--- src/hw/awg_pkg.sv ---
// Constants, field layout and encodings of the trigger and clock control.
// Assumes a 40 MHz APB clock and 32-bit register words.
package awg_pkg;
  // ==========================================
  // Clock
  localparam int CLK_HZ          = 40_000_000;
  localparam int RATE_MIN_INT_HZ = 1_000;
  localparam int RATE_MIN_EXT_HZ = 50_000;
  localparam int CLK_DIV_MAX_INT = CLK_HZ / RATE_MIN_INT_HZ;
  localparam int CLK_DIV_MAX_EXT = CLK_HZ / RATE_MIN_EXT_HZ;
  // ==========================================
  // Register offsets
  localparam logic [7:0] CTRL_OFS        = 8'h00;
  localparam logic [7:0] TRIG_DELAY_OFS  = 8'h04;
  localparam logic [7:0] PULSE_WIDTH_OFS = 8'h08;
  localparam logic [7:0] MEM_DEPTH_OFS   = 8'h0c;
  localparam logic [7:0] CLK_DIV_OFS     = 8'h10;
  localparam logic [7:0] SYNC_DIV_OFS    = 8'h14;
  localparam logic [7:0] SLOW_DIV_OFS    = 8'h18;
  localparam logic [7:0] STATUS_OFS      = 8'h1c;
  // ==========================================
  // Control fields
  localparam int CTRL_MODE_LSB = 0;
  localparam int CTRL_EDGE_LSB = 3;
  localparam int CTRL_EN_BIT   = 5;
  localparam int CTRL_SRC_LSB  = 6;
  localparam int CTRL_CHAN_LSB = 9;
  localparam int CTRL_GATE_BIT = 11;
  localparam int CTRL_SLOW_BIT = 12;
  localparam int CTRL_W        = 13;
  // ==========================================
  // Reset values and limits
  localparam logic [31:0] CTRL_RST     = 32'h0;
  localparam logic [31:0] DEPTH_RST    = 32'h8;
  localparam logic [31:0] CLK_DIV_RST  = 32'h1;
  localparam logic [31:0] SYNC_DIV_RST = 32'h2;
  localparam logic [31:0] SLOW_DIV_RST = 32'h8;
  localparam int TRIG_CNT_W   = 16;
  localparam int DEPTH_MIN    = 8;
  localparam int SYNC_DIV_MIN = 2;
  localparam int SYNC_DIV_MAX = 8190;
  localparam int SLOW_DIV_MIN = 8;
  localparam int SLOW_DIV_MAX = 524280;
  // ==========================================
  // Encodings
  typedef enum logic [2:0] {
    M_SINGLE = 3'b000, M_FIFO = 3'b001, M_REPEAT = 3'b010,
    M_RESTART = 3'b011, M_SEQUENCE = 3'b100
  } run_mode_t;
  typedef enum logic [1:0] {E_RISE = 2'b00, E_FALL = 2'b01, E_BOTH = 2'b10} trig_edge_t;
  typedef enum logic [2:0] {
    C_PLL = 3'b000, C_QUARTZ = 3'b001, C_EXT = 3'b010,
    C_EXT_DIV = 3'b011, C_EXT_REF = 3'b100, C_SYNC = 3'b101
  } clk_src_t;
  typedef enum logic [2:0] {
    S_IDLE = 3'b000, S_ARMED = 3'b001, S_QUALIFY = 3'b010,
    S_DELAY = 3'b011, S_RUN = 3'b100, S_DONE = 3'b101
  } state_t;
endpackage : awg_pkg

--- src/hw/two_entry_buffer.sv ---
// Two-entry buffer with valid/ready on both sides.
// Assumes one clock; the drain side may stall at any time.
module two_entry_buffer #(
  parameter int WIDTH = 32
) (
  input  wire logic             pclk,
  input  wire logic             presetn,
  input  wire logic             in_valid,
  output logic                  in_ready,
  input  wire logic [WIDTH-1:0] in_data,
  output logic                  out_valid,
  input  wire logic             out_ready,
  output logic      [WIDTH-1:0] out_data
);
  logic [WIDTH-1:0] mem [2];
  logic             wp;
  logic             rp;
  logic [1:0]       cnt;
  logic             push;
  logic             pop;

  assign in_ready  = (cnt != 2'h2);
  assign out_valid = (cnt != 2'h0);
  assign out_data  = mem[rp];
  assign push      = in_valid && in_ready;
  assign pop       = out_valid && out_ready;

  // ==========================================
  // Storage
  always_ff @(posedge pclk)
  begin
    if (push)
    begin
      mem[wp] <= in_data;
    end
  end

  // ==========================================
  // Pointers
  always_ff @(posedge pclk or negedge presetn)
  begin
    if (!presetn)
    begin
      wp  <= 1'b0;
      rp  <= 1'b0;
      cnt <= 2'h0;
    end
    else
    begin
      if (push)
      begin
        wp <= ~wp;
      end
      if (pop)
      begin
        rp <= ~rp;
      end
      cnt <= 2'(cnt + {1'b0, push} - {1'b0, pop});
    end
  end
endmodule : two_entry_buffer

--- src/hw/awg_trig_clk.sv ---
// Trigger and sample-clock control with APB registers.
// Assumes pins are asynchronous to pclk and a replay datapath
// that takes sample indexes through a ready/valid port.

// What this block does
// - Five selectable run modes: single, FIFO, repeat, restart, sequence.
// - Trigger fires on rising, falling or both edges as programmed.
// - Pulse qualifier and delay count 0 to 65535 samples.
// - Depth from 8 to memory per channel, multiple of 4.
// - Each internal trigger event gives one rising edge on trigger out.
// - Gated replay ends on 2-sample boundary with one channel, else 1.
// - Sample clock source chosen among six sources by software.
// - Internal rate at least 1 kS/s, or 50 kS/s with external reference.
// - Internal rate set by integer divider, fine step per decade.
// - External clock advances timing on its rising edge only.
// - Sync divider takes even values 2 to 8190.
// - Slow clock divider takes multiples of 8 up to 524280.
module awg_trig_clk #(
  parameter int MEM_SAMPLES = 1048576
) (
  input  wire logic        pclk,
  input  wire logic        presetn,
  input  wire logic        psel,
  input  wire logic        penable,
  input  wire logic        pwrite,
  input  wire logic [7:0]  paddr,
  input  wire logic [31:0] pwdata,
  output logic      [31:0] prdata,
  output logic             pready,
  output logic             pslverr,
  input  wire logic        trig_in,
  input  wire logic        ext_clk_in,
  input  wire logic        sync_clk_in,
  output logic             trig_out,
  output logic             sync_clk_out,
  output logic             slow_tick,
  output logic             smp_valid,
  input  wire logic        smp_ready,
  output logic      [31:0] smp_index
);
  logic [awg_pkg::CTRL_W-1:0]     ctrl;
  logic [awg_pkg::TRIG_CNT_W-1:0] trig_delay;
  logic [awg_pkg::TRIG_CNT_W-1:0] pulse_width;
  logic [31:0]                    depth;
  logic [31:0]                    clk_div;
  logic [12:0]                    sync_div;
  logic [18:0]                    slow_div;
  awg_pkg::state_t                state;
  awg_pkg::state_t                next_state;
  logic [2:0]                     pin_meta;
  logic [2:0]                     pin_sync;
  logic [2:0]                     pin_d;
  logic                           ext_rise;
  logic                           syn_rise;
  logic                           trig_s;
  logic                           trig_hit;
  logic                           trig_lvl;
  logic                           base_ev;
  logic                           div_active;
  logic [31:0]                    div_cnt;
  logic                           smp_tick;
  logic [awg_pkg::TRIG_CNT_W-1:0] tcnt;
  logic [31:0]                    idx;
  logic                           closing;
  logic                           buf_ready;
  logic                           step;
  logic                           last;
  logic [11:0]                    sync_cnt;
  logic [18:0]                    slow_cnt;
  logic                           wr;
  logic                           bad_wr;
  logic                           mapped;

  function automatic logic [1:0] chan_shift(input logic [1:0] code);
    chan_shift = code;
  endfunction : chan_shift

  awg_pkg::run_mode_t  mode;
  awg_pkg::trig_edge_t edge_sel;
  awg_pkg::clk_src_t   src;
  assign mode     = awg_pkg::run_mode_t'(ctrl[awg_pkg::CTRL_MODE_LSB +: 3]);
  assign edge_sel = awg_pkg::trig_edge_t'(ctrl[awg_pkg::CTRL_EDGE_LSB +: 2]);
  assign src      = awg_pkg::clk_src_t'(ctrl[awg_pkg::CTRL_SRC_LSB +: 3]);

  // ==========================================
  // APB slave, zero wait states
  assign pready = 1'b1;
  assign wr     = psel && penable && pwrite;
  always_comb
  begin
    mapped = (paddr[1:0] == 2'b00) && (paddr <= awg_pkg::STATUS_OFS);
    bad_wr = 1'b0;
    if (pwrite)
    begin
      unique case (paddr)
        // Mode, edge and source codes checked
        awg_pkg::CTRL_OFS:
          bad_wr = (pwdata[awg_pkg::CTRL_MODE_LSB +: 3] > 3'b100)
                || (pwdata[awg_pkg::CTRL_EDGE_LSB +: 2] == 2'b11)
                || (pwdata[awg_pkg::CTRL_SRC_LSB +: 3] > 3'b101)
                || (pwdata[awg_pkg::CTRL_CHAN_LSB +: 2] == 2'b11);
        awg_pkg::TRIG_DELAY_OFS, awg_pkg::PULSE_WIDTH_OFS:
          bad_wr = (pwdata[31:16] != 16'h0);
        awg_pkg::MEM_DEPTH_OFS:
          bad_wr = (pwdata < awg_pkg::DEPTH_MIN) || (pwdata[1:0] != 2'b00)
                || (pwdata > (MEM_SAMPLES >> chan_shift(ctrl[awg_pkg::CTRL_CHAN_LSB +: 2])));
        awg_pkg::CLK_DIV_OFS:
          bad_wr = (pwdata == 32'h0) || (pwdata > ((src == awg_pkg::C_EXT_REF)
                ? awg_pkg::CLK_DIV_MAX_EXT : awg_pkg::CLK_DIV_MAX_INT));
        awg_pkg::SYNC_DIV_OFS:
          bad_wr = pwdata[0] || (pwdata < awg_pkg::SYNC_DIV_MIN)
                || (pwdata > awg_pkg::SYNC_DIV_MAX);
        // Slow divider in steps of 8
        awg_pkg::SLOW_DIV_OFS:
          bad_wr = (pwdata[2:0] != 3'b000) || (pwdata < awg_pkg::SLOW_DIV_MIN)
                || (pwdata > awg_pkg::SLOW_DIV_MAX);
        default:
          bad_wr = 1'b1;
      endcase
    end
  end
  assign pslverr = psel && penable && (!mapped || bad_wr);

  always_ff @(posedge pclk or negedge presetn)
  begin
    if (!presetn)
    begin
      ctrl        <= awg_pkg::CTRL_W'(awg_pkg::CTRL_RST);
      trig_delay  <= '0;
      pulse_width <= '0;
      depth       <= awg_pkg::DEPTH_RST;
      clk_div     <= awg_pkg::CLK_DIV_RST;
      sync_div    <= 13'(awg_pkg::SYNC_DIV_RST);
      slow_div    <= 19'(awg_pkg::SLOW_DIV_RST);
    end
    else if (wr && mapped && !bad_wr)
    begin
      unique case (paddr)
        awg_pkg::CTRL_OFS:        ctrl        <= pwdata[awg_pkg::CTRL_W-1:0];
        awg_pkg::TRIG_DELAY_OFS:  trig_delay  <= pwdata[15:0];
        awg_pkg::PULSE_WIDTH_OFS: pulse_width <= pwdata[15:0];
        awg_pkg::MEM_DEPTH_OFS:   depth       <= pwdata;
        awg_pkg::CLK_DIV_OFS:     clk_div     <= pwdata;
        awg_pkg::SYNC_DIV_OFS:    sync_div    <= pwdata[12:0];
        awg_pkg::SLOW_DIV_OFS:    slow_div    <= pwdata[18:0];
        default:                  ctrl        <= ctrl;
      endcase
    end
  end

  always_ff @(posedge pclk or negedge presetn)
  begin
    if (!presetn)
    begin
      prdata <= 32'h0;
    end
    else if (psel && !penable && !pwrite)
    begin
      unique case (paddr)
        awg_pkg::CTRL_OFS:        prdata <= 32'(ctrl);
        awg_pkg::TRIG_DELAY_OFS:  prdata <= 32'(trig_delay);
        awg_pkg::PULSE_WIDTH_OFS: prdata <= 32'(pulse_width);
        awg_pkg::MEM_DEPTH_OFS:   prdata <= depth;
        awg_pkg::CLK_DIV_OFS:     prdata <= clk_div;
        awg_pkg::SYNC_DIV_OFS:    prdata <= 32'(sync_div);
        awg_pkg::SLOW_DIV_OFS:    prdata <= 32'(slow_div);
        awg_pkg::STATUS_OFS:      prdata <= {idx[27:0], 1'b0, state};
        default:                  prdata <= 32'h0;
      endcase
    end
  end

  // ==========================================
  // Pin synchronisers and edges
  always_ff @(posedge pclk or negedge presetn)
  begin
    if (!presetn)
    begin
      pin_meta <= 3'h0;
      pin_sync <= 3'h0;
      pin_d    <= 3'h0;
    end
    else
    begin
      pin_meta <= {sync_clk_in, ext_clk_in, trig_in};
      pin_sync <= pin_meta;
      pin_d    <= pin_sync;
    end
  end
  assign trig_s = pin_sync[0];
  // Rising edge of the external clock only
  assign ext_rise = pin_sync[1] && !pin_d[1];
  assign syn_rise = pin_sync[2] && !pin_d[2];
  always_comb
  begin
    unique case (edge_sel)
      awg_pkg::E_RISE: trig_hit = trig_s && !pin_d[0];
      awg_pkg::E_FALL: trig_hit = !trig_s && pin_d[0];
      default:         trig_hit = trig_s != pin_d[0];
    endcase
  end

  // ==========================================
  // Sample tick
  // Source mux in front of the divider
  always_comb
  begin
    unique case (src)
      awg_pkg::C_EXT, awg_pkg::C_EXT_DIV: base_ev = ext_rise;
      awg_pkg::C_SYNC:                    base_ev = syn_rise;
      default:                            base_ev = 1'b1;
    endcase
  end
  assign div_active = (src == awg_pkg::C_PLL) || (src == awg_pkg::C_EXT_DIV)
                   || (src == awg_pkg::C_EXT_REF);
  assign smp_tick   = base_ev && (!div_active || (div_cnt >= clk_div - 32'h1));
  always_ff @(posedge pclk or negedge presetn)
  begin
    if (!presetn)
    begin
      div_cnt <= 32'h0;
    end
    else if (smp_tick)
    begin
      div_cnt <= 32'h0;
    end
    else if (base_ev)
    begin
      div_cnt <= div_cnt + 32'h1;
    end
  end

  // ==========================================
  // Trigger and replay sequencer
  assign step = smp_tick && buf_ready;
  // One channel stops only after an odd index
  assign last = (idx == depth - 32'h1) || (closing
             && ((ctrl[awg_pkg::CTRL_CHAN_LSB +: 2] != 2'b00) || idx[0]));

  always_comb
  begin
    next_state = state;
    unique case (state)
      awg_pkg::S_IDLE:    next_state = awg_pkg::S_ARMED;
      // Only the armed state listens to edges
      awg_pkg::S_ARMED:   if (trig_hit) next_state = awg_pkg::S_QUALIFY;
      // Level must stay for the programmed width
      awg_pkg::S_QUALIFY:
        if (trig_s != trig_lvl) next_state = awg_pkg::S_ARMED;
        else if (tcnt >= pulse_width) next_state = awg_pkg::S_DELAY;
      awg_pkg::S_DELAY:   if (tcnt >= trig_delay) next_state = awg_pkg::S_RUN;
      // Mode decides what follows the last sample
      awg_pkg::S_RUN:
        if (step && last)
        begin
          if (closing || mode == awg_pkg::M_RESTART) next_state = awg_pkg::S_ARMED;
          else if (mode == awg_pkg::M_SINGLE) next_state = awg_pkg::S_DONE;
        end
      default:            next_state = state;
    endcase
    if (!ctrl[awg_pkg::CTRL_EN_BIT])
    begin
      next_state = awg_pkg::S_IDLE;
    end
  end

  always_ff @(posedge pclk or negedge presetn)
  begin
    if (!presetn)
    begin
      state <= awg_pkg::S_IDLE;
    end
    else
    begin
      state <= next_state;
    end
  end

  always_ff @(posedge pclk or negedge presetn)
  begin
    if (!presetn)
    begin
      tcnt     <= '0;
      trig_lvl <= 1'b0;
    end
    else if (state != next_state)
    begin
      tcnt <= '0;
      if (next_state == awg_pkg::S_QUALIFY)
      begin
        trig_lvl <= trig_s;
      end
    end
    else if (smp_tick && tcnt != '1)
    begin
      tcnt <= tcnt + 1'b1;
    end
  end

  always_ff @(posedge pclk or negedge presetn)
  begin
    if (!presetn)
    begin
      idx     <= 32'h0;
      closing <= 1'b0;
    end
    else if (state != awg_pkg::S_RUN)
    begin
      idx     <= 32'h0;
      closing <= 1'b0;
    end
    else
    begin
      // Gate closes when the qualified level goes away
      if (ctrl[awg_pkg::CTRL_GATE_BIT] && trig_s != trig_lvl)
      begin
        closing <= 1'b1;
      end
      if (step)
      begin
        idx <= last ? 32'h0 : idx + 32'h1;
      end
    end
  end

  // High from trigger acceptance to end of replay
  always_ff @(posedge pclk or negedge presetn)
  begin
    if (!presetn)
    begin
      trig_out <= 1'b0;
    end
    else
    begin
      trig_out <= (state == awg_pkg::S_DELAY) || (state == awg_pkg::S_RUN);
    end
  end

  // ==========================================
  // Sync and slow clock dividers
  always_ff @(posedge pclk or negedge presetn)
  begin
    if (!presetn)
    begin
      sync_cnt     <= 12'h0;
      sync_clk_out <= 1'b0;
      slow_cnt     <= 19'h0;
      slow_tick    <= 1'b0;
    end
    else
    begin
      slow_tick <= 1'b0;
      if (smp_tick)
      begin
        if (sync_cnt >= sync_div[12:1] - 12'h1)
        begin
          sync_cnt     <= 12'h0;
          sync_clk_out <= ~sync_clk_out;
        end
        else
        begin
          sync_cnt <= sync_cnt + 12'h1;
        end
        if (slow_cnt >= slow_div - 19'h1)
        begin
          slow_cnt  <= 19'h0;
          slow_tick <= ctrl[awg_pkg::CTRL_SLOW_BIT];
        end
        else
        begin
          slow_cnt <= slow_cnt + 19'h1;
        end
      end
    end
  end

  // ==========================================
  // Output buffer; a stall holds the index, no word dropped
  two_entry_buffer #(.WIDTH(32)) out_buf (
    .pclk      (pclk),
    .presetn   (presetn),
    .in_valid  (state == awg_pkg::S_RUN && smp_tick),
    .in_ready  (buf_ready),
    .in_data   (idx),
    .out_valid (smp_valid),
    .out_ready (smp_ready),
    .out_data  (smp_index)
  );
endmodule : awg_trig_clk

--- config.mk ---
export PLATFORM = sky130hd
export DESIGN_NAME = awg_trig_clk
export DESIGN_NICKNAME = d
export VERILOG_FILES = /design/src/hw/awg_pkg.sv /design/src/hw/two_entry_buffer.sv /design/src/hw/awg_trig_clk.sv
export SDC_FILE = /design/constraint.sdc
export NUM_CORES = 1
export LEC_CHECK = 0
export BUFFER_PORTS_ARGS = -buffer_cell sky130_fd_sc_hd__buf_2
export CAP_MARGIN = 30
export CORE_ASPECT_RATIO = 0.5
export CORE_MARGIN = 2
export CORE_UTILIZATION = 32
export CTS_CLUSTER_SIZE = 30
export DETAILED_ROUTE_END_ITERATION = 8
export PLACE_DENSITY_LB_ADDON = 0.25
export SYNTH_ARGS = -nofsm -noshare
export SYNTH_HDL_FRONTEND = slang
export SYNTH_SLANG_ARGS = --single-unit
--- constraint.sdc ---
create_clock -name pclk -period 7.4 [get_ports pclk]
set_input_delay 0.74 -clock pclk [delete_from_list [all_inputs] [get_ports pclk]]
set_output_delay 0.74 -clock pclk [all_outputs]
set_load 0.02 [all_outputs]
==> metrics.log <==
INFO  metric run_status = complete, no violations
INFO  metric core_area = 65300 µm²
INFO  metric sequentialPowerShare = 46.5%
INFO  metric critical_path.startpoint_type = flip-flop
INFO  metric global_route.usage.total = 18.4%
INFO  metric slew_violations = 0
INFO  metric cts.sink_count = 369
INFO  metric synth_enable_flop_cells = 64
INFO  metric synth_cells = 2061
INFO  metric power.density_cell_area = 190 nW/µm²
INFO  metric layout-drive-gt1-share = 18.2%
INFO  metric critical_path_class = flip-flop to flip-flop
INFO  metric detailedPlacementHpwl = 46700 µm
INFO  metric power.share.combinational = 6.7%
INFO  metric initial_utilization = 32.6%
INFO  metric drt_pass1_iterations = 5
INFO  metric fmax = 175 MHz
INFO  metric yosysTopAreaCellShare = 35.4%
INFO  metric yosysSeqAreaShare = 44.9%
INFO  metric detail_route.iter0.violations = 1149
INFO  metric dpl-instance-area = 22800 µm²
INFO  metric synthDistinctLibCells = 86
INFO  metric cts_repair_resize_count = 0
INFO  metric most_area_consuming_cells_after_synthesis = dfrtp_1 (35%), edfxtp_1 (9.0%), mux2_2 (7.5%)
INFO  metric grt_pass1_vias = 16110
INFO  metric place_worst_setup_slack = 1.65 ns
INFO  metric globalRouteOverflowTotal = 0
INFO  metric asyncSetResetFlopFracSynth = 82.7%
INFO  metric postLayoutCoreUtil = 37.1%
INFO  metric total_switching_power = 1.14 mW
INFO  metric clock-skew-final = 0.0193 ns
INFO  metric clock_path_buffers = 3
INFO  metric post-route-drc-count = 0
INFO  metric placementRows = 66
INFO  metric relative_slew_slack = 28.9%
INFO  metric timing_hold_violations_final = 0
INFO  metric max_cap_violations = 0
INFO  metric detailroute.via_count = 16432
INFO  metric dieHeight = 186 µm
INFO  metric detail_route.wirelength = 63800 µm
INFO  metric peakVddDrop = 0.150 mV
INFO  metric worst-path-max-fanout = 32
INFO  metric holdBufCountCts = 0
INFO  metric rsz0062_at_grt = false
INFO  metric setup_total_negative_slack = 0 ns
INFO  metric grt_max_degree = 124
INFO  metric postSynth.topFlopCell = dfrtp_1
INFO  metric required = 7.60 ns
INFO  metric postCtsSetupRepairBufs = 0
INFO  metric synth.avg_cell_area = 10.3 µm²
INFO  metric first_pass_grt_wire_length = 98600 µm
INFO  metric worst_slew_pin_slew = 1.07 ns
INFO  metric wl_per_cell = 20.8 µm
INFO  metric cp_cell_sequence = or4_1, or3_1, or3_1, nor3_1, nand2_1, nor3b_1, xnor2_1, ha_1, nand4_1, nor2_1, nand2_1, nor4_1, a21o_1, nand4_1, inv_1, and2_1, buf_4
INFO  metric max_stage_delay = 0.57 ns
INFO  metric switching_part_of_the_total = 24.7%
INFO  metric p_clk_share = 46.8%
INFO  metric cp_slowest_cell = or4_1
INFO  metric mappedNetlistNets = 2230
INFO  metric gpl.final_weighted_congestion = 0.874
INFO  metric setup_ws = 1.69 ns
INFO  metric num_io_pins = 119
INFO  metric synth_seq_cells = 369
INFO  metric finalSetupViolCount = 0
INFO  metric cts.clk_slew.worst_paths = 0.06 ns
INFO  metric cts-buffers-inserted = 40
INFO  metric dieWidth = 369 µm
INFO  metric worstSetupEndpointType = flip-flop
INFO  metric cts_tree = yes
INFO  metric clockRootBuffer = clkbuf_16
INFO  metric hold_crit_class = input port to async pin
INFO  metric flow.area_growth_from_synthesis = 13.8%
INFO  metric die_area = 68700 µm²
INFO  metric finalWorstPathRequiredPeriod = 5.71 ns
INFO  metric nNetsFinal = 2318
INFO  metric antenna_found_initial = 1
INFO  metric layout.cell_area.non_filler = 24200 µm²
INFO  metric synth_top_area_cell = dfrtp_1
INFO  metric cp.arrival = 5.91 ns
INFO  metric cts_htree_levels = 2
INFO  metric ant_nets = 0
INFO  metric yosysWarnings = 0
INFO  metric final.hold.worst_slack = 0.117 ns
INFO  metric cell_internal_pwr = 3.47 mW
INFO  metric finalCritPeriodShare = 77.2%
INFO  metric numPortBuffers = 117
INFO  metric clock_insertion_delay_worst_skew = 0.56 ns
INFO  metric power_leakage = 10.6 nW
INFO  metric post_drt_via_cell_ratio = 5.36
INFO  metric syn-cell-area = 21300 µm²
==> synthesized netlist by cell type, drive strengths merged (15+ instances only) <==
master  count
a31oi      24
nor2      201
mux2      146
nand4      36
edfxtp     64
nand2     114
and4       18
a222oi     15
xnor2      91
buf        24
dfrtp     301
nand3      68
a21oi      72
o21ai      59
a22o       25
inv        85
nor3       68
nand2b     24
or3        29
clkbuf     73
a221o      18
xor2       66
a21o       20
nor2b      46
a22oi      17
a221oi     24
and3       23
ha        120
nor4       27
==> per-layer routing <==
metal | global-route usage, % | vias to the layer above | routed length (µm)
met4 | 4.95 | 0 | 1610
li1 | - | 7758 | -
met2 | 28.7 | 395 | 28700
met1 | 26.4 | 8181 | 30000
met3 | 2.95 | 98 | 3420
met5 | 0 | - | 0
==> cells in the final DEF (no fill, tap or decap), types with 8 or more instances in the layout <==
master       n
xnor2_1     91
a222oi_1    15
a22o_1      25
or4_1        8
buf_4       24
nand2b_1    24
or2_2       10
clkbuf_16   40
nand2_1    114
buf_2      116
dfrtp_1    301
inv_1       84
and4_1      18
mux2_2     141
o21ai_0     57
nor3_1      62
nor4_1      24
ha_1       120
a22oi_1     17
a21o_1      20
nand3_1     68
a21oi_1     71
nand4_1     36
a221o_1     18
or3_1       28
nor2_1     198
mux2i_1     13
and3_1      23
edfxtp_1    64
xor2_1      66
nor2b_1     46
a221oi_1    24
a31oi_1     24
==> final timing paths <==
path | cells past startpoint | end | slack (ns) | from
min in group pclk | 1 | pin_meta[1] | 0.29 | ext_clk_in
min reg2reg | 0 | pin_sync[0] | 0.35 | pin_meta[0]
min | 1 | slow_cnt[16] | 0.12 | presetn
max in group asynchronous | 2 | depth[30] | 5.99 | presetn
max reg2reg | 17 | out_buf.mem[1][26] | 1.69 | clk_div[14]
max | 17 | out_buf.mem[1][26] | 1.69 | clk_div[14]
==> kinds of logic (layout without fill, tap and decap cells) <==
| family | after synthesis | in the layout | share of synthesized area (%) |
|---|---|---|---|
| AND/OR/NAND/NOR | 716 | 716 | 17.4 |
| flip-flops | 369 | 369 | 44.9 |
| AO/OA/AOI/OAI | 353 | 353 | 11.9 |
| buffers and inverters | 182 | 301 | 3.48 |
| multiplexers | 163 | 163 | 8.77 |
| XOR/XNOR | 157 | 157 | 6.47 |
| adder cells (fa/ha/maj) | 120 | 120 | 7.06 |
| other | 1 | 3 | 0.0176 |
==> final cells by class <==
type	instances	area [µm²]
Antenna cell	2	5.00
Clock buffer	49	1070
Clock inverter	24	330
Fill cell	6502	41100
Inverter	85	319
Multi-Input combinational cell	1510	11000
Sequential cell	369	9560
Tap cell	884	1110
Timing Repair Buffer	143	807
==> flip-flops by register name, summed over array words and instances (netlist names), 2 cells and up <==
| signal | count |
|---|---|
| state | 3 |
| out_buf.mem | 64 |
| depth | 32 |
| pulse_width | 16 |
| div_cnt | 32 |
| pin_meta | 3 |
| sync_div | 13 |
| pin_sync | 3 |
| clk_div | 32 |
| pin_d | 3 |
| slow_cnt | 19 |
| prdata | 32 |
| ctrl | 13 |
| out_buf.cnt | 2 |
| slow_div | 19 |
| idx | 32 |
| trig_delay | 16 |
| tcnt | 16 |
| sync_cnt | 12 |
==> power groups by stage <==
stage / registers (mW) / logic (mW) / clock network (mW)
after CTS: 2.14 / 0.315 / 2.21
after detailed placement: 2.18 / 0.314 / 0
after floorplan: 2.20 / 0.140 / 0
after global routing: 2.14 / 0.343 / 2.29
after global placement: 2.18 / 0.312 / 0
final: 2.14 / 0.308 / 2.16
==> worst max-delay path, delay by kind of cell, from the launching register on <==
kind / cells / cell delay (ns)
flip-flops: 1 / 0.43
AO/OA/AOI/OAI: 1 / 0.36
AND/OR/NAND/NOR: 12 / 3.18
adder cells (fa/ha/maj): 1 / 0.29
buffers and inverters: 2 / 0.93
XOR/XNOR: 1 / 0.11
==> metrics by stage <==
step | instances | power (mW)
after floorplan | 2061 | 2.34
after global placement | 2989 | 2.49
after detailed placement | 2991 | 2.49
after CTS | 3064 | 4.66
after global routing | 3064 | 4.78
final | 3066 | 4.60
Note: power is estimated with default switching activity, not from simulation.
